[src/pcc_pkg.sv]
// ----------------------------------------------------------------------
// Shared constants of the presettable cascadable counter
// ----------------------------------------------------------------------
package pcc_pkg;

  // --------------------------------------------------------------------
  // Counter
  // --------------------------------------------------------------------
  localparam int unsigned CNT_W        = 4;
  localparam logic [3:0]  CNT_ZERO     = 4'h0;
  localparam logic [3:0]  CNT_ALL_ONES = 4'hF;
  localparam logic [3:0]  CNT_STEP     = 4'h1;
  localparam int unsigned TALLY_W      = 16;
  localparam logic [15:0] TALLY_ZERO   = 16'h0000;
  localparam logic [15:0] TALLY_ONE    = 16'h0001;

  // --------------------------------------------------------------------
  // Wishbone geometry and register indexes (byte address = index * 4)
  // --------------------------------------------------------------------
  localparam int unsigned WB_AW      = 8;
  localparam int unsigned WB_DW      = 32;
  localparam int unsigned IDX_W      = 6;
  localparam logic [5:0]  IDX_CTRL   = 6'h00;
  localparam logic [5:0]  IDX_PRESET = 6'h01;
  localparam logic [5:0]  IDX_STATUS = 6'h02;
  localparam logic [5:0]  IDX_TALLY  = 6'h03;
  localparam logic [5:0]  IDX_CMD    = 6'h04;
  localparam logic [5:0]  IDX_PINS   = 6'h05;
  localparam logic [31:0] DAT_ZERO   = 32'h0000_0000;

  // --------------------------------------------------------------------
  // Field layouts and reset values
  // --------------------------------------------------------------------
  localparam int unsigned CTRL_W             = 5;
  localparam int unsigned CTRL_CLEAR_N_BIT   = 0;
  localparam int unsigned CTRL_LOAD_N_BIT    = 1;
  localparam int unsigned CTRL_HOLD_EN_BIT   = 2;
  localparam int unsigned CTRL_CHAIN_EN_BIT  = 3;
  localparam int unsigned CTRL_PRESET_SEL_BIT = 4;
  localparam logic [4:0]  CTRL_RESET         = 5'h0F;
  localparam int unsigned ST_COUNT_LSB       = 0;
  localparam int unsigned ST_WRAP_BIT        = 4;
  localparam int unsigned ST_KNOWN_BIT       = 5;
  localparam int unsigned ST_ASYNC_BIT       = 6;
  localparam int unsigned ST_MODE_LSB        = 8;
  localparam int unsigned CMD_CLR_TALLY_BIT  = 0;
  localparam int unsigned PINS_W             = 8;
  localparam logic [7:0]  PINS_RESET         = 8'h00;

  typedef enum logic [1:0] {
    PCC_MODE_CLEAR,
    PCC_MODE_LOAD,
    PCC_MODE_COUNT,
    PCC_MODE_INHIBIT
  } pcc_mode_t;

endpackage: pcc_pkg

[src/pcc_cnt_if.sv]
`timescale 1ns/1ns
// ----------------------------------------------------------------------
// Control and state bundle between the register side and the counter
// ----------------------------------------------------------------------
interface pcc_cnt_if;
  import pcc_pkg::*;

  logic             clear_n;
  logic             load_n;
  logic             hold_en;
  logic             chain_en;
  logic [CNT_W-1:0] preset;
  logic [CNT_W-1:0] count;
  logic             wrap;
  logic             known;
  logic             wrap_evt;

  modport ctl  (output clear_n, load_n, hold_en, chain_en, preset,
                input  count, wrap, known, wrap_evt);
  modport core (input  clear_n, load_n, hold_en, chain_en, preset,
                output count, wrap, known, wrap_evt);
  modport mon  (input  wrap_evt);

endinterface: pcc_cnt_if

[src/pcc_core.sv]
`timescale 1ns/1ns
// ----------------------------------------------------------------------
// Four-bit presettable counter core
// ----------------------------------------------------------------------
module pcc_core
  import pcc_pkg::*;
#(
  parameter bit CLEAR_ASYNC = 1'b1
) (
  input  wire logic clk_in,
  input  wire logic rst_n_in,
  pcc_cnt_if.core   cnt
);

  logic [CNT_W-1:0] count_r;
  logic [CNT_W-1:0] count_nxt;
  logic             known_r;
  logic             known_nxt;
  logic             step;
  logic             arst_n;

  // In the asynchronous variant the clear joins the flop reset, so it acts
  // between edges; the synchronous variant only sees it at the next edge.
  assign arst_n = CLEAR_ASYNC ? (rst_n_in & cnt.clear_n) : rst_n_in;

  assign step = cnt.load_n & cnt.hold_en & cnt.chain_en;

  always_comb begin
    count_nxt = count_r;
    if (!cnt.clear_n) begin
      count_nxt = CNT_ZERO;
    end else if (!cnt.load_n) begin
      count_nxt = cnt.preset;
    end else if (step) begin
      count_nxt = CNT_W'(count_r + CNT_STEP);
    end
  end

  // The value is only trusted once a clear or a load has been seen.
  assign known_nxt = known_r | ~cnt.clear_n | ~cnt.load_n;

  always_ff @(posedge clk_in or negedge arst_n) begin
    if (!arst_n) begin
      count_r <= CNT_ZERO;
    end else begin
      count_r <= count_nxt;
    end
  end

  always_ff @(posedge clk_in or negedge rst_n_in) begin
    if (!rst_n_in) begin
      known_r <= 1'b0;
    end else begin
      known_r <= known_nxt;
    end
  end

  assign cnt.count    = count_r;
  assign cnt.known    = known_r;
  assign cnt.wrap     = cnt.chain_en & (count_r == CNT_ALL_ONES);
  assign cnt.wrap_evt = cnt.clear_n & step & (count_r == CNT_ALL_ONES);

endmodule: pcc_core

[src/pcc_top.sv]
`timescale 1ns/1ns
// Function
// - Holds a 4-bit count that steps up in binary once per qualifying edge.
// - Counting and loading happen only on the rising clock edge.
// - Low load_n at an edge copies preset_value in and suppresses counting.
// - Low clear_n zeroes the count, overriding load and both enables.
// - Clear acts at once in the asynchronous build, at the edge otherwise.
// - Counts only with load_n high and both enables high; otherwise holds.
// - wrap_flag is chain_enable AND count all ones, combinational.
// - When counting through all ones wrap_flag stays high one clock period.
// ----------------------------------------------------------------------
// Top: counter with pins and a Wishbone register port
// ----------------------------------------------------------------------
module pcc_top
  import pcc_pkg::*;
#(
  parameter bit CLEAR_ASYNC = 1'b1
) (
  input  wire logic             REF_CLK_IN,
  input  wire logic             RSTN_IN,
  input  wire logic             CLEAR_N_IN,
  input  wire logic             LOAD_N_IN,
  input  wire logic             HOLD_GATE_ENABLE_IN,
  input  wire logic             CHAIN_ENABLE_IN,
  input  wire logic [CNT_W-1:0] PRESET_VALUE_IN,
  input  wire logic             WB_CYC_IN,
  input  wire logic             WB_STB_IN,
  input  wire logic             WB_WE_IN,
  input  wire logic [WB_AW-1:0] WB_ADR_IN,
  input  wire logic [3:0]       WB_SEL_IN,
  input  wire logic [WB_DW-1:0] WB_DAT_IN,
  output logic      [WB_DW-1:0] WB_DAT_OUT,
  output logic                  WB_ACK_OUT,
  output logic      [CNT_W-1:0] COUNT_VALUE_OUT,
  output logic                  WRAP_FLAG_OUT
);

  // --------------------------------------------------------------------
  // Declarations
  // --------------------------------------------------------------------
  logic [CTRL_W-1:0]  ctrl_r;
  logic [CTRL_W-1:0]  ctrl_nxt;
  logic [CNT_W-1:0]   preset_r;
  logic [CNT_W-1:0]   preset_nxt;
  logic               ack_r;
  logic               ack_nxt;
  logic [WB_DW-1:0]   rdat_r;
  logic [WB_DW-1:0]   rdat_nxt;
  pcc_mode_t          mode_r;
  pcc_mode_t          mode_nxt;
  logic [PINS_W-1:0]  pins_r;
  logic [PINS_W-1:0]  pins_nxt;
  logic [TALLY_W-1:0] tally;
  logic [WB_DW-1:0]   status_word;
  logic [WB_DW-1:0]   pins_word;
  logic [IDX_W-1:0]   idx;
  logic               req;
  logic               answer;
  logic               wr_take;
  logic               tally_clr;

  pcc_cnt_if cif ();

  // --------------------------------------------------------------------
  // Wishbone request decode
  // --------------------------------------------------------------------
  // Only byte lane 0 carries writable fields; the other lanes are ignored on write.
  assign idx     = WB_ADR_IN[WB_AW-1:2];
  assign req     = WB_CYC_IN & WB_STB_IN;
  assign answer  = req & ~ack_r;
  assign wr_take = req & WB_WE_IN & ack_r & WB_SEL_IN[0];

  // Writes land on the edge at which the master sees ack, never earlier,
  // so a request abandoned before ack leaves every register untouched.
  assign tally_clr = wr_take & (idx == IDX_CMD) & WB_DAT_IN[CMD_CLR_TALLY_BIT];

  // --------------------------------------------------------------------
  // Acknowledge
  // --------------------------------------------------------------------
  // One wait state: ack rises the edge after the request and falls one
  // edge later even if the master keeps the strobe up.
  always_comb begin
    ack_nxt = answer;
  end

  always_ff @(posedge REF_CLK_IN or negedge RSTN_IN) begin
    if (!RSTN_IN) begin
      ack_r <= 1'b0;
    end else begin
      ack_r <= ack_nxt;
    end
  end

  // --------------------------------------------------------------------
  // Control and preset registers
  // --------------------------------------------------------------------
  always_comb begin
    ctrl_nxt   = ctrl_r;
    preset_nxt = preset_r;
    if (wr_take && (idx == IDX_CTRL)) begin
      ctrl_nxt = WB_DAT_IN[CTRL_W-1:0];
    end
    if (wr_take && (idx == IDX_PRESET)) begin
      preset_nxt = WB_DAT_IN[CNT_W-1:0];
    end
  end

  always_ff @(posedge REF_CLK_IN or negedge RSTN_IN) begin
    if (!RSTN_IN) begin
      ctrl_r   <= CTRL_RESET;
      preset_r <= CNT_ZERO;
    end else begin
      ctrl_r   <= ctrl_nxt;
      preset_r <= preset_nxt;
    end
  end

  // --------------------------------------------------------------------
  // Merge pins with software controls
  // --------------------------------------------------------------------
  // Pin and register bit are ANDed, so either side can assert a low-true
  // clear or load and either side can inhibit counting. The clear term is
  // a flop output ANDed with a pin, so it adds no glitch of its own to the
  // asynchronous clear path.
  assign cif.clear_n  = CLEAR_N_IN & ctrl_r[CTRL_CLEAR_N_BIT];
  assign cif.load_n   = LOAD_N_IN & ctrl_r[CTRL_LOAD_N_BIT];
  assign cif.hold_en  = HOLD_GATE_ENABLE_IN & ctrl_r[CTRL_HOLD_EN_BIT];
  assign cif.chain_en = CHAIN_ENABLE_IN & ctrl_r[CTRL_CHAIN_EN_BIT];
  assign cif.preset   = ctrl_r[CTRL_PRESET_SEL_BIT] ? preset_r : PRESET_VALUE_IN;

  // --------------------------------------------------------------------
  // Operating mode of the last edge
  // --------------------------------------------------------------------
  always_comb begin
    if (!cif.clear_n) begin
      mode_nxt = PCC_MODE_CLEAR;
    end else if (!cif.load_n) begin
      mode_nxt = PCC_MODE_LOAD;
    end else if (cif.hold_en && cif.chain_en) begin
      mode_nxt = PCC_MODE_COUNT;
    end else begin
      mode_nxt = PCC_MODE_INHIBIT;
    end
  end

  always_ff @(posedge REF_CLK_IN or negedge RSTN_IN) begin
    if (!RSTN_IN) begin
      mode_r <= PCC_MODE_INHIBIT;
    end else begin
      mode_r <= mode_nxt;
    end
  end

  // --------------------------------------------------------------------
  // Pin snapshot
  // --------------------------------------------------------------------
  // Sampled once per edge, so software sees the levels the counter used.
  always_comb begin
    pins_nxt = {PRESET_VALUE_IN, CHAIN_ENABLE_IN, HOLD_GATE_ENABLE_IN,
                LOAD_N_IN, CLEAR_N_IN};
  end

  always_ff @(posedge REF_CLK_IN or negedge RSTN_IN) begin
    if (!RSTN_IN) begin
      pins_r <= PINS_RESET;
    end else begin
      pins_r <= pins_nxt;
    end
  end

  // --------------------------------------------------------------------
  // Read data
  // --------------------------------------------------------------------
  always_comb begin
    status_word = DAT_ZERO;
    status_word[ST_COUNT_LSB +: CNT_W] = cif.count;
    status_word[ST_WRAP_BIT]           = cif.wrap;
    status_word[ST_KNOWN_BIT]          = cif.known;
    status_word[ST_ASYNC_BIT]          = CLEAR_ASYNC;
    status_word[ST_MODE_LSB +: 2]      = mode_r;
  end

  always_comb begin
    pins_word = DAT_ZERO;
    pins_word[PINS_W-1:0] = pins_r;
  end

  // Data is loaded on the same edge that raises ack and is zero otherwise;
  // unmapped indexes answer with zero and writes to them are dropped.
  always_comb begin
    rdat_nxt = DAT_ZERO;
    if (answer) begin
      case (idx)
        IDX_CTRL: begin
          rdat_nxt[CTRL_W-1:0] = ctrl_r;
        end
        IDX_PRESET: begin
          rdat_nxt[CNT_W-1:0] = preset_r;
        end
        IDX_STATUS: begin
          rdat_nxt = status_word;
        end
        IDX_TALLY: begin
          rdat_nxt[TALLY_W-1:0] = tally;
        end
        IDX_PINS: begin
          rdat_nxt = pins_word;
        end
        default: begin
          rdat_nxt = DAT_ZERO;
        end
      endcase
    end
  end

  always_ff @(posedge REF_CLK_IN or negedge RSTN_IN) begin
    if (!RSTN_IN) begin
      rdat_r <= DAT_ZERO;
    end else begin
      rdat_r <= rdat_nxt;
    end
  end

  // --------------------------------------------------------------------
  // Counter core and wrap tally
  // --------------------------------------------------------------------
  pcc_core #(
    .CLEAR_ASYNC (CLEAR_ASYNC)
  ) u_core (
    .clk_in   (REF_CLK_IN),
    .rst_n_in (RSTN_IN),
    .cnt      (cif)
  );

  pcc_wrap_tally u_tally (
    .clk_in    (REF_CLK_IN),
    .rst_n_in  (RSTN_IN),
    .clr_in    (tally_clr),
    .mon       (cif),
    .tally_out (tally)
  );

  // --------------------------------------------------------------------
  // Outputs
  // --------------------------------------------------------------------
  // The wrap flag must follow the chain enable without a clock, which is
  // what lets a cascade look ahead; it is the one output not from a flop.
  assign WB_ACK_OUT      = ack_r;
  assign WB_DAT_OUT      = rdat_r;
  assign COUNT_VALUE_OUT = cif.count;
  assign WRAP_FLAG_OUT   = cif.wrap;

endmodule: pcc_top

[src/pcc_wrap_tally.sv]
`timescale 1ns/1ns
// ----------------------------------------------------------------------
// Counts wraps of the counter for software
// ----------------------------------------------------------------------
module pcc_wrap_tally
  import pcc_pkg::*;
(
  input  wire logic               clk_in,
  input  wire logic               rst_n_in,
  input  wire logic               clr_in,
  pcc_cnt_if.mon                  mon,
  output logic      [TALLY_W-1:0] tally_out
);

  logic [TALLY_W-1:0] tally_r;
  logic [TALLY_W-1:0] tally_nxt;

  // A wrap in the clearing cycle is kept, so a clear never loses an event.
  always_comb begin
    tally_nxt = tally_r;
    if (mon.wrap_evt) begin
      tally_nxt = clr_in ? TALLY_ONE : TALLY_W'(tally_r + TALLY_ONE);
    end else if (clr_in) begin
      tally_nxt = TALLY_ZERO;
    end
  end

  always_ff @(posedge clk_in or negedge rst_n_in) begin
    if (!rst_n_in) begin
      tally_r <= TALLY_ZERO;
    end else begin
      tally_r <= tally_nxt;
    end
  end

  assign tally_out = tally_r;

endmodule: pcc_wrap_tally

[config.mk]
export PLATFORM = sky130hd
export DESIGN_NAME = pcc_top
export DESIGN_NICKNAME = d
export VERILOG_FILES = /design/src/pcc_pkg.sv /design/src/pcc_cnt_if.sv /design/src/pcc_core.sv /design/src/pcc_top.sv /design/src/pcc_wrap_tally.sv
export SDC_FILE = /design/constraint.sdc
export NUM_CORES = 1
export LEC_CHECK = 0
export BUFFER_PORTS_ARGS = -buffer_cell sky130_fd_sc_hd__buf_2
export CAP_MARGIN = 15
export CORE_ASPECT_RATIO = 2
export CORE_MARGIN = 3
export CORE_UTILIZATION = 50
export DETAILED_ROUTE_END_ITERATION = 10
export PLACE_DENSITY = 0.8
export SYNTH_ARGS = -nofsm -noshare
export SYNTH_HDL_FRONTEND = slang
export SYNTH_SLANG_ARGS = --single-unit
export TNS_END_PERCENT = 5
[constraint.sdc]
create_clock -name REF_CLK_IN -period 0.9 [get_ports REF_CLK_IN]
set_input_delay 0.045 -clock REF_CLK_IN [delete_from_list [all_inputs] [get_ports REF_CLK_IN]]
set_output_delay 0.045 -clock REF_CLK_IN [all_outputs]
set_load 0.1 [all_outputs]
-- Yosys cells after proc, flatten, opt, wreduce, memory -nomap -nowiden
Index checks and enable logic that the tools add are counted.
- register bits after elaboration: 57
- output and inout port bits: 38
- word-level logic and storage cells: 59
- $add $sub $neg: 2
- reduce and logical (&&, ||, !) cells: 5
- multiplexer cells: 14
- bitwise operators: 22
- eq/ne operators: 7
- operators by type and width (cell ; number):
    16-bit two-way mux ; 4
    11-bit one-hot mux with 3 select lines ; 1
    4-bit one-hot mux with 5 select lines ; 1
    1-bit AND ; 17
    16-bit by 1-bit adder with 16-bit output (second input constant) ; 1
    4-bit two-way mux ; 4
    6-bit by 2-bit equality test with 1-bit output (second input constant) ; 2
    6-bit by 3-bit equality test with 1-bit output (second input constant) ; 2
    6-bit by 1-bit equality test with 1-bit output (second input constant) ; 1
    6-bit logical NOT ; 1
    4-bit by 1-bit adder with 4-bit output (second input constant) ; 1
    4-bit equality test (second input constant) ; 1
    2-bit two-way mux ; 2
    1-bit one-hot mux with 4 select lines ; 1
    1-bit logical AND ; 3
    3-bit inequality test (second input constant) ; 1
    1-bit inverter ; 3
    1-bit OR ; 2
    2-bit nonzero test ; 1
    1-bit two-way mux ; 1

-- Longest topological paths before layout
Gate-level depths: netlist of the first run.
- word-level depth: 8
- mapped depth: 6

-- Hierarchy
Synthesis of the first run repeated with hierarchy kept, for this count alone.
- cells, all modules: 252
- area total of the unflattened synthesis: 2795.2 sq um
- by module, submodules not included (module ; area an instance (sq um) ; cells an instance ; seq. area each (sq um) ; instances):
    pcc_top ; 1679.1 ; 140 ; 908.4 ; 1
    pcc_wrap_tally ; 802.0 ; 80 ; 400.4 ; 1
    pcc_core ; 314.1 ; 32 ; 125.1 ; 1

-- Least setup slack after synthesis of the first run
No wires, ideal clock.
- kind: reg-to-output
- start: register u_core.count_r[0], in the netlist u_core.cnt.count[0]
- end: output port WRAP_FLAG_OUT
- stages on the path, launching flop included: 4
- data required time: 0.855 ns
- arrival: 2.733 ns
- path slack: -1.878 ns
- buffers on the path: 0
- cells stage by stage: dfrtp_1 > ha_1 > nand3_1 > nor2_1
- longest elaborated chain between the ends: 2
- RTL lines (element ; RTL line ; RTL):
    from (decl) ; pcc_core.sv:15 ; logic [CNT_W-1:0] count_r;
    from (signal assigned) ; pcc_core.sv:46 ; count_r <= count_nxt;
    4-bit equality test ; pcc_core.sv:60 ; assign cnt.wrap = cnt.chain_en & (count_r == CNT_ALL_ONES);
    1-bit AND ; pcc_core.sv:60 ;
    to (decl) ; pcc_top.sv:35 ; output logic WRAP_FLAG_OUT
Every way passes these cells.

-- Final worst setup path of the first run
- start: register ctrl_r[1]
- end: register u_tally.tally_r[11], in the netlist u_tally.tally_out[11]
- longest elaborated chain between the ends: 6
- RTL lines (element ; RTL line ; RTL):
    from (decl) ; pcc_top.sv:41 ; logic [CTRL_W-1:0] ctrl_r;
    from (signal assigned) ; pcc_top.sv:113 ; ctrl_r <= ctrl_nxt;
    1-bit AND * ; pcc_top.sv:126 ; assign cif.load_n = LOAD_N_IN & ctrl_r[CTRL_LOAD_N_BIT];
    1-bit AND * (2 in series) ; pcc_core.sv:26 ; assign step = cnt.load_n & cnt.hold_en & cnt.chain_en;
    1-bit AND * (2 in series) ; pcc_core.sv:61 ; assign cnt.wrap_evt = cnt.clear_n & step & (count_r == CNT_ALL_ONES);
    16-bit two-way mux / 2-bit nonzero test (equally long branches) ; n/a ;
    to (signal assigned) ; pcc_wrap_tally.sv:32 ; tally_r <= tally_nxt;
    to (decl) ; pcc_wrap_tally.sv:15 ; logic [TALLY_W-1:0] tally_r;
Mark *: on every way between the ends. The rest lies on a longest branch, timed or not.
A chain may end at the register's enable or synchronous reset.

==> metrics.cfg, run 1 <==
[setup_path]
crit_arrival_ns=2.30
crit_path_max_fanout=7
start_kind=register
crit_required_ns=1.17
cp-end-kind=register
critPathKind=register to register
reg2reg_depth=5

[finish]
area_growth_pct=63.79
design_area_sq_um=4539
fill_cells=227
drive_gt1_frac=0.5179
final_common_cell=buf_4
post-route-util=0.8677
final_cells=448
most-common-layout-cells=buf_4, dfrtp_1, buf_12
nets=444
n_antenna_cell=0

[route]
drc=0
wl_per_cell_um=25.12
antenna_left=0
via_per_inst=6.335
drt_pass1_iterations=4
drtIter0Drc=158
wirelength_um=11250
vias=2838

[worst_hold_path]
min_path_cells=3
hp-class=input port to register

[clocking]
insertion_delay_ns=0.35
clock_sinks=57
cts-root-buf=clkbuf_8
clkSlewWorstSetupHoldPaths_ns=0.07
clk_path_buf_depth=2
cts_tree=done
h-tree-depth=3
cts_buffers=9

[placed_design]
placedCellCount=414
gp_congestion=0.9106
pre_cts_ws_ns=-1.072
port_buffers=46
hpwl_um=5846
placed_cell_area_sq_um=3913

[yosys]
ys_seq_area_frac=0.5174
synth-seq-cells=57
syn_avg_cell_area_sq_um=11.04
netlist-cell-type-count=49
synthCells=251
yosys_warnings=0
syn_area_sq_um=2771

[timing]
period_minus_slack_ns=2.027
setup_viol=71
whs_ns=0.06026
rsz0062_at_grt=yes
fin_ws_ns=-1.127
hold_violations=0
max_freq_ghz=0.4934
finalCritPeriodShare=2.252
fin_worst_skew_ns=0.01034
drv_slew=0

[global_route]
antenna_found_initial=0
track_usage=0.3262
overflow=0
grt_pass1_wl_um=15460
grt_pass1_vias=3076
grt_max_degree=39

[status]
violations=negative setup slack
outcome=finished, violations left

[floorplan]
ioPinCount=95
die_y_um=111.3
initial_core_util=0.5298
core_sq_um=5231
dieArea_sq_um=6527
die_w_um=58.65
placementRows=37

[job]
cap_viol_max_count=0

[power]
ir_drop_mv=2.061
p_per_area_nw_per_um2=1273
power_leakage_nw=2.041

-- per-layer routing --
layer / up-vias / GRT usage / wire (um)
li1: 1153 / - / -
met1: 1405 / 0.3115 / 3434
met2: 194 / 0.5646 / 5921
met3: 86 / 0.06876 / 768
met4: 0 / 0.2617 / 1127
met5: - / 0 / 0
-- logic make-up (layout without fill, tap and decap cells) --
| kind of cell | count (synthesis) | after routing | synth area share |
|---|---|---|---|
| adder cells (fa/ha/maj) | 2 | 2 | 0.009028 |
| buffers and inverters | 32 | 155 | 0.07269 |
| other | 1 | 16 | 0.001353 |
| AND/OR/NAND/NOR | 94 | 95 | 0.2018 |
| XOR/XNOR | 6 | 6 | 0.01897 |
| AO/OA/AOI/OAI | 41 | 41 | 0.09029 |
| multiplexers | 18 | 18 | 0.08849 |
| flip-flops | 57 | 57 | 0.5174 |
-- Yosys cell counts (all sizes together) --
master	instances	area, sq um
nand2	17	63.81
xnor2	3	26.28
mux2	9	101.4
a311oi	2	17.52
nand4b	1	8.760
nand3b	1	7.510
nor3b	2	20.02
nor4b	2	17.52
clkbuf	7	36.28
dfrtp	51	1276
xor2	3	26.28
o21ai	11	55.05
buf	20	146.4
a211oi	6	45.04
mux2i	5	50.05
inv	5	18.77
or3	10	63.81
a22oi	4	30.03
nor4	3	25.02
nand3	8	40.04
nor3	2	10.01
ha	2	25.02
and3	3	20.02
nor2	13	48.80
nand4	8	56.30
or4b	1	10.01
mux4	4	93.84
o31ai	2	15.01
or4	6	52.55
a2bb2oi	2	17.52
and4	3	27.53
or2	2	12.51
dfstp	6	157.7
nor2b	4	25.02
conb	1	3.750
and2	8	50.05
a21oi	14	70.07
-- worst max-delay path, cell delays in order, from the launching register on --
cell	delay, ns
dfstp_2	0.56
nand4_1	0.12
or4_4	0.62
buf_6	0.15
or3_1	0.31
a21oi_1	0.17
-- timing repair --
item | 4_1_cts | 5_1_grt
pin swaps | 25 | 10
hold buffers | 13 | 0
setup buffers | 2 | 2
hold endpoints to repair | 66 | 0
gates resized for setup | 42 | 24
cloned | 1 | 0
endpoints found under the setup margin | 71 | 71
-- final timing paths --
| kind | from | slack (ns) | to |
|---|---|---|---|
| setup / recovery | ctrl_r[1] | -1.13 | u_tally.tally_out[11] |
| hold / removal | WB_DAT_IN[0] | 0.06 | ctrl_r[0] |
| setup reg to reg | ctrl_r[1] | -1.13 | u_tally.tally_out[11] |
| hold reg to reg | u_tally.tally_out[15] | 0.53 | WB_DAT_OUT[15] |
| max in group asynchronous | ctrl_r[0] | 0.11 | u_core.cnt.count[1] |
| min in group asynchronous | RSTN_IN | 0.12 | WB_DAT_OUT[12] |
-- per-stage QoR --
step	total power [mW]	setup TNS, ns
after global placement	3.283	-29.08
after floorplan	3.095	-36.63
after global routing	5.937	-35.55
after CTS	5.711	-29.43
after detailed placement	3.291	-30.62
final	5.781	-33.13
-- layout make-up --
| class | count | area (sq um) | area share |
|---|---|---|---|
| Clock buffer | 10 | 137.6 | 0.03032 |
| Clock inverter | 6 | 57.56 | 0.01268 |
| Inverter | 5 | 18.77 | 0.004135 |
| Multi-Input combinational cell | 178 | 1431 | 0.3153 |
| Sequential cell | 57 | 1445 | 0.3184 |
| Tap cell | 58 | 72.57 | 0.01599 |
| Timing Repair Buffer | 134 | 1376 | 0.3032 |
-- sequential cells by signal (all words and copies together) (netlist names) --
signal	cells
u_core.cnt.count	4
WB_DAT_OUT	16
WB_ACK_OUT	1
ctrl_r	5
pins_r	8
u_core.cnt.known	1
mode_r	2
u_tally.tally_out	16
preset_r	4
-- report_power, final --
part / switching [mW] / internal [mW] / total (mW)
Clock: 1.08 / 1.33 / 2.41
Combinational: 0.542 / 0.218 / 0.761
Sequential: 0.0184 / 2.59 / 2.61
(Power assumes the default switching activity.)
==> run 2: changes to the inputs <==
- PLACE_DENSITY: 0.8 -> 0.84
==> run 2 against run 1 <==
Utilization is 0.17 points lower. The run still ends with negative setup slack left. Cell count is 0.22% higher. Power hardly changed. Sequential power hardly changed. First-iteration DRC count is 43% higher. Fmax is 1.4% lower. Sequential share of layout area is 0.061 points higher. Cell area is 0.19% lower. Critical path depth stayed put. Critical endpoint is now u_tally.tally_out[10]. Clock power hardly changed.
==> metrics.cfg, run 2 (synthesis gave the netlist of run 1 again) <==
[clocking]
clk_path_buf_depth=2  ; unchanged
clock_sinks=57  ; unchanged
insertion_delay_ns=0.36  ; was 0.35 ns
cts_tree=done  ; unchanged
h-tree-depth=3  ; unchanged
cts_buffers=9  ; unchanged
cts-root-buf=clkbuf_8  ; unchanged
clkSlewWorstSetupHoldPaths_ns=0.06  ; was 0.07 ns

[global_route]
grt_max_degree=41  ; was 39
antenna_found_initial=1  ; was 0
track_usage=0.3497  ; was 0.3262
grt_pass1_vias=3069  ; was 3076
overflow=0  ; unchanged
grt_pass1_wl_um=16330  ; was 15460 um

[setup_path]
start_kind=register  ; unchanged
critical_path.max_stage_delay_ns=0.54  ; was 0.62 ns
r2r_end=u_tally.tally_out[10]  ; was u_tally.tally_out[11]
crit_arrival_ns=2.29  ; was 2.30 ns
cp_cell_sequence=nand4b_1 -> nor2_2 -> nor4b_1 -> buf_4 -> a21oi_1  ; was nand4_1 -> or4_4 -> buf_6 -> or3_1 -> a21oi_1
cp-end-kind=register  ; unchanged
critPathKind=register to register  ; unchanged
crit_path_max_fanout=12  ; was 7
slowest_stage=nor4b_1  ; was or4_4
rrSetupSlack_ns=-1.16  ; was -1.13 ns
crit_required_ns=1.13  ; was 1.17 ns
reg2reg_depth=5  ; unchanged
reg2reg_from=WB_ACK_OUT  ; was ctrl_r[1]

[worst_hold_path]
hp-class=input port to register  ; unchanged
worstHoldStart=WB_DAT_IN[0]  ; unchanged
min_path_cells=3  ; unchanged
min_to=preset_r[0]  ; was ctrl_r[0]

[power]
clockPowerShare=0.418  ; was 0.417
power_frac_seq=0.451  ; about the same
p_per_area_nw_per_um2=1277  ; was 1273 nW/um^2
power_leakage_nw=2.058  ; was 2.041 nW
internal_power_mw=4.124  ; was 4.140 mW
ir_drop_mv=1.539  ; was 2.061 mV
netSwitchingFraction=0.2869  ; was 0.2838
power_frac_comb=0.131  ; was 0.132
switchingPower_mw=1.660  ; was 1.641 mW

[floorplan]
placementRows=37  ; unchanged
initial_core_util=0.5298  ; unchanged
die_y_um=111.3  ; unchanged
dieArea_sq_um=6527  ; unchanged
ioPinCount=95  ; unchanged
core_sq_um=5231  ; unchanged
die_w_um=58.65  ; unchanged

[route]
drc=0  ; unchanged
vias=2938  ; was 2838
drtIter0Drc=226  ; was 158
antenna_left=0  ; unchanged
drt_pass1_iterations=5  ; was 4
wirelength_um=12110  ; was 11250 um
via_per_inst=6.543  ; was 6.335
wl_per_cell_um=26.98  ; was 25.12 um

[timing]
fin_ws_ns=-1.156  ; was -1.127 ns
whs_ns=0.08308  ; was 0.06026 ns
setup_viol=71  ; unchanged
drv_slew=0  ; unchanged
finalCritPeriodShare=2.285  ; was 2.252
fin_worst_skew_ns=0.01177  ; was 0.01034 ns
timing.slew.headroom=0.6076
rsz0062_at_grt=yes  ; unchanged
period_minus_slack_ns=2.056  ; was 2.027 ns
tightest_slew_ns=0.5804
max_freq_ghz=0.4863  ; was 0.4934 GHz
hold_violations=0  ; unchanged

[placed_design]
hpwl_um=6055  ; was 5846 um
port_buffers=46  ; unchanged
gp_congestion=0.9387  ; was 0.9106

[job]
cap_viol_max_count=0  ; unchanged

[status]
violations=negative setup slack  ; unchanged
outcome=finished, violations left  ; unchanged

[finish]
most-common-layout-cells=buf_4, dfrtp_1, buf_2, buf_12, nand2_1  ; was buf_4, dfrtp_1, buf_12
nets=446  ; was 444
drive_gt1_frac=0.5294  ; was 0.5179
n_antenna_cell=0  ; unchanged
area_growth_pct=63.48  ; was 63.79%
post-route-util=0.8661  ; was 0.8677
final_common_cell=buf_4  ; unchanged

[run 2: changes by cell type in the layout (fill, tap and decap cells not counted), sizes merged]
cell,change
buf,+2
clkinvlp,-1
clkbuf,+1
clkinv,-1
[run 2: timing repair]
action                                  CTS  global route
endpoints found under the setup margin   71            71
hold buffers                             13             0
cloned                                    1             0
hold endpoints to repair                 72             0
pin swaps                                25             8
setup buffers                             5             3
gates resized for setup                  47            27
[run 2: layout make-up]
| class | instances | area [sq um] |
|---|---|---|
| inverters | 5 | 18.77 |
| repair buffers | 136 | 1350 |
| fillers | 226 | 700.7 |
| clock inverters | 4 | 45.04 |
| well taps | 58 | 72.57 |
| multi-input cells | 178 | 1458 |
| flip-flops and latches | 57 | 1445 |
| clock buffers | 11 | 141.4 |
[run 2: critical path, delay by kind of cell, from the launching register on]
family | cells | cell delay (ns)
simple gates | 3 | 1.11
flops | 1 | 0.41
buf+inv | 1 | 0.34
compound gates | 1 | 0.07
[run 2: worst max-delay path by stage]
| stage | startpoint | end | slack, ns |
|---|---|---|---|
| 5_1_grt | WB_ACK_OUT | u_tally.tally_out[6] | -1.21 |
| 6_report | WB_ACK_OUT | u_tally.tally_out[10] | -1.16 |
| 3_5_place_dp | ctrl_r[3] | u_tally.tally_out[11] | -1.11 |
| 3_3_place_gp | ctrl_r[3] | u_tally.tally_out[5] | -1.00 |
| 2_1_floorplan | u_core.cnt.count[0] | u_tally.tally_out[5] | -1.08 |
| 4_1_cts | ctrl_r[2] | u_tally.tally_out[11] | -1.03 |
[run 2: per-stage QoR]
stage                     std cells  area, sq um  setup slack, ns  power (mW)  TNS (ns)
final                           449         4531           -1.156       5.783    -36.66
after global routing            449         4531           -1.209       5.899    -38.59
after CTS                       446         4395           -1.028       5.648    -30.67
after detailed placement        412         3860           -1.109       3.289    -31.62
after global placement          412         3860           -1.005       3.273    -29.45
after floorplan                 266         2867           -1.084       3.095    -36.63
[run 2: layer usage]
metal | global-route usage | part of all wire
met1 | 0.3362 | 0.30
met5 | 0 | 0.0011
met4 | 0.3086 | 0.12
met2 | 0.5870 | 0.49
met3 | 0.07692 | 0.093
[run 2: power by group through the flow]
stage	registers (mW)	logic (mW)	clock network, mW
2_1_floorplan	2.67	0.422	0
3_3_place_gp	2.65	0.626	0
3_5_place_dp	2.65	0.640	0
4_1_cts	2.60	0.702	2.34
5_1_grt	2.61	0.779	2.51
6_report	2.61	0.756	2.42
==> run 3: changes to the inputs <==
- CORE_UTILIZATION: 50 -> 39
- PLACE_DENSITY: 0.84 -> 0.69
==> run 3 against run 2 <==
Clock power rose by 59%. Sequential share of layout area fell by 1.0 points. The run still ends with negative setup slack left. Clock-buffer cell count rose by 1. Global-route usage fell by 12 points. Clock skew fell by 0.0076 ns. Routed wire length fell by 26%.
==> metrics.cfg, run 3 (synthesis gave the netlist of run 1 again) <==
[setup_path]
cp_cell_sequence=nand4_4 -> or4_4 -> buf_4 -> or3_1 -> a21oi_2  ; was nand4b_1 -> nor2_2 -> nor4b_1 -> buf_4 -> a21oi_1
rrSetupSlack_ns=-1.09  ; was -1.16 ns
crit_arrival_ns=2.26  ; was 2.29 ns
crit_required_ns=1.17  ; was 1.13 ns
reg2reg_depth=5  ; unchanged
crit_path_max_fanout=7  ; was 12
critical_path.max_stage_delay_ns=0.61  ; was 0.54 ns
critPathKind=register to register  ; unchanged
start_kind=register  ; unchanged
cp-end-kind=register  ; unchanged
slowest_stage=or4_4  ; was nor4b_1

[global_route]
track_usage=0.2314  ; was 0.3497
grt_busiest_layer=met2  ; unchanged
use_met2=0.4166  ; was 0.5870
overflow=0  ; unchanged
grt_max_degree=32  ; was 41
use_met3=0.04847  ; was 0.07692
grt_pass1_vias=2878  ; was 3069
grt_use_met1=0.2046  ; was 0.3362
grt_pass1_wl_um=13940  ; was 16330 um
antenna_found_initial=0  ; was 1

[power]
p_per_area_nw_per_um2=1533  ; was 1277 nW/um^2
power_leakage_nw=2.111  ; was 2.058 nW
ir_drop_mv=1.543  ; was 1.539 mV

[clocking]
clock_sinks=57  ; unchanged
cts-root-buf=clkbuf_16  ; was clkbuf_8
cts_buffers=9  ; unchanged
clkSlewWorstSetupHoldPaths_ns=0.05  ; was 0.06 ns
cts_tree=done  ; unchanged
clk_path_buf_depth=2  ; unchanged
h-tree-depth=3  ; unchanged
insertion_delay_ns=0.34  ; was 0.36 ns

[floorplan]
ioPinCount=95  ; unchanged
placementRows=42  ; was 37
dieArea_sq_um=8215  ; was 6527 sq um
die_w_um=65.61  ; was 58.65 um
die_y_um=125.2  ; was 111.3 um
core_sq_um=6779  ; was 5231 sq um
initial_core_util=0.4088  ; was 0.5298

[placed_design]
hpwl_um=5973  ; was 6055 um
placed_cell_area_sq_um=3950  ; was 3860 sq um
port_buffers=46  ; unchanged
gp_congestion=0.8544  ; was 0.9387

[finish]
area_growth_pct=69.03  ; was 63.48%
design_area_sq_um=4684  ; was 4531 sq um
final_common_cell=buf_4  ; unchanged
drive_gt1_frac=0.5328  ; was 0.5294
nets=450  ; was 446
most-common-layout-cells=buf_4, dfrtp_1, buf_2, buf_12, conb_1  ; was buf_4, dfrtp_1, buf_2, buf_12, nand2_1
n_antenna_cell=0  ; unchanged

[worst_hold_path]
min_path_cells=3  ; unchanged
hp-class=input port to register  ; unchanged

[timing]
finalCritPeriodShare=2.217  ; was 2.285
drv_slew=0  ; unchanged
tns_ns=-29.97  ; was -36.66 ns
fin_ws_ns=-1.095  ; was -1.156 ns
rsz0062_at_grt=yes  ; unchanged
hold_violations=0  ; unchanged
max_freq_ghz=0.5013  ; was 0.4863 GHz
setup_viol=70  ; was 71
period_minus_slack_ns=1.995  ; was 2.056 ns
fin_worst_skew_ns=0.004122  ; was 0.01177 ns

[route]
wirelength_um=8937  ; was 12110 um
antenna_left=0  ; unchanged
drtIter0Drc=143  ; was 226
via_per_inst=5.486  ; was 6.543
vias=2655  ; was 2938
drc=0  ; unchanged
wl_per_cell_um=18.46  ; was 26.98 um
drt_pass1_iterations=4  ; was 5

[status]
violations=negative setup slack  ; unchanged
outcome=finished, violations left  ; unchanged

[job]
cap_viol_max_count=0  ; unchanged

## run 3: worst paths after layout
path,start,endpoint
setup / recovery,ctrl_r[2],u_tally.tally_out[5]
hold reg to reg,pins_r[5],WB_DAT_OUT[5]
setup reg to reg,ctrl_r[2],u_tally.tally_out[5]
min in group asynchronous,RSTN_IN,WB_DAT_OUT[2]
hold / removal,WB_DAT_IN[0],ctrl_r[0]
max in group asynchronous,ctrl_r[0],u_core.cnt.count[0]
## run 3: critical path, delay by kind of cell, from the launching register on
kind | cells | cell delay [ns]
simple gates | 3 | 1.06
flops | 1 | 0.55
buf+inv | 1 | 0.18
compound gates | 1 | 0.13
## run 3: metrics by stage
stage | total power [mW] | setup slack, ns | std cells | hold slack, ns | util
after CTS | 7.202 | -1.036 | 480 | 0.06904 | 0.6774
after global routing | 7.325 | -1.164 | 484 | 0.08521 | 0.6910
after detailed placement | 3.300 | -1.072 | 449 | 0.1339 | 0.5827
after floorplan | 3.095 | -1.084 | 266 | -0.2506 | -
final | 7.183 | -1.095 | 484 | 0.08127 | 0.6910
after global placement | 3.293 | -1.016 | 449 | 0.1289 | 0.5827
## run 3: cell type report
class                   instances  area [sq um]
fillers                       446          2095
flip-flops and latches         57          1445
multi-input cells             178          1394
repair buffers                140          1376
clock buffers                  12         266.5
well taps                      88         110.1
clock inverters                 4         73.82
inverters                       5         18.77
## run 3: layer usage
layer | share of wire | wire [um]
met5 | 0 | 0
met4 | 0.062 | 557
met3 | 0.056 | 501
met2 | 0.57 | 5112
met1 | 0.31 | 2766
## run 3: what timing repair did
action,in CTS,in global routing
setup endpoints to repair,71,71
endpoints found under the hold margin,72,0
gates cloned,1,0
gates resized for setup,45,16
hold buffers,13,0
pin swaps,19,9
buffers inserted,1,4
## run 3: power by group
| part | internal, mW | switching, mW |
|---|---|---|
| Sequential | 2.59 | 0.0144 |
| Clock | 2.64 | 1.20 |
| Combinational | 0.218 | 0.512 |
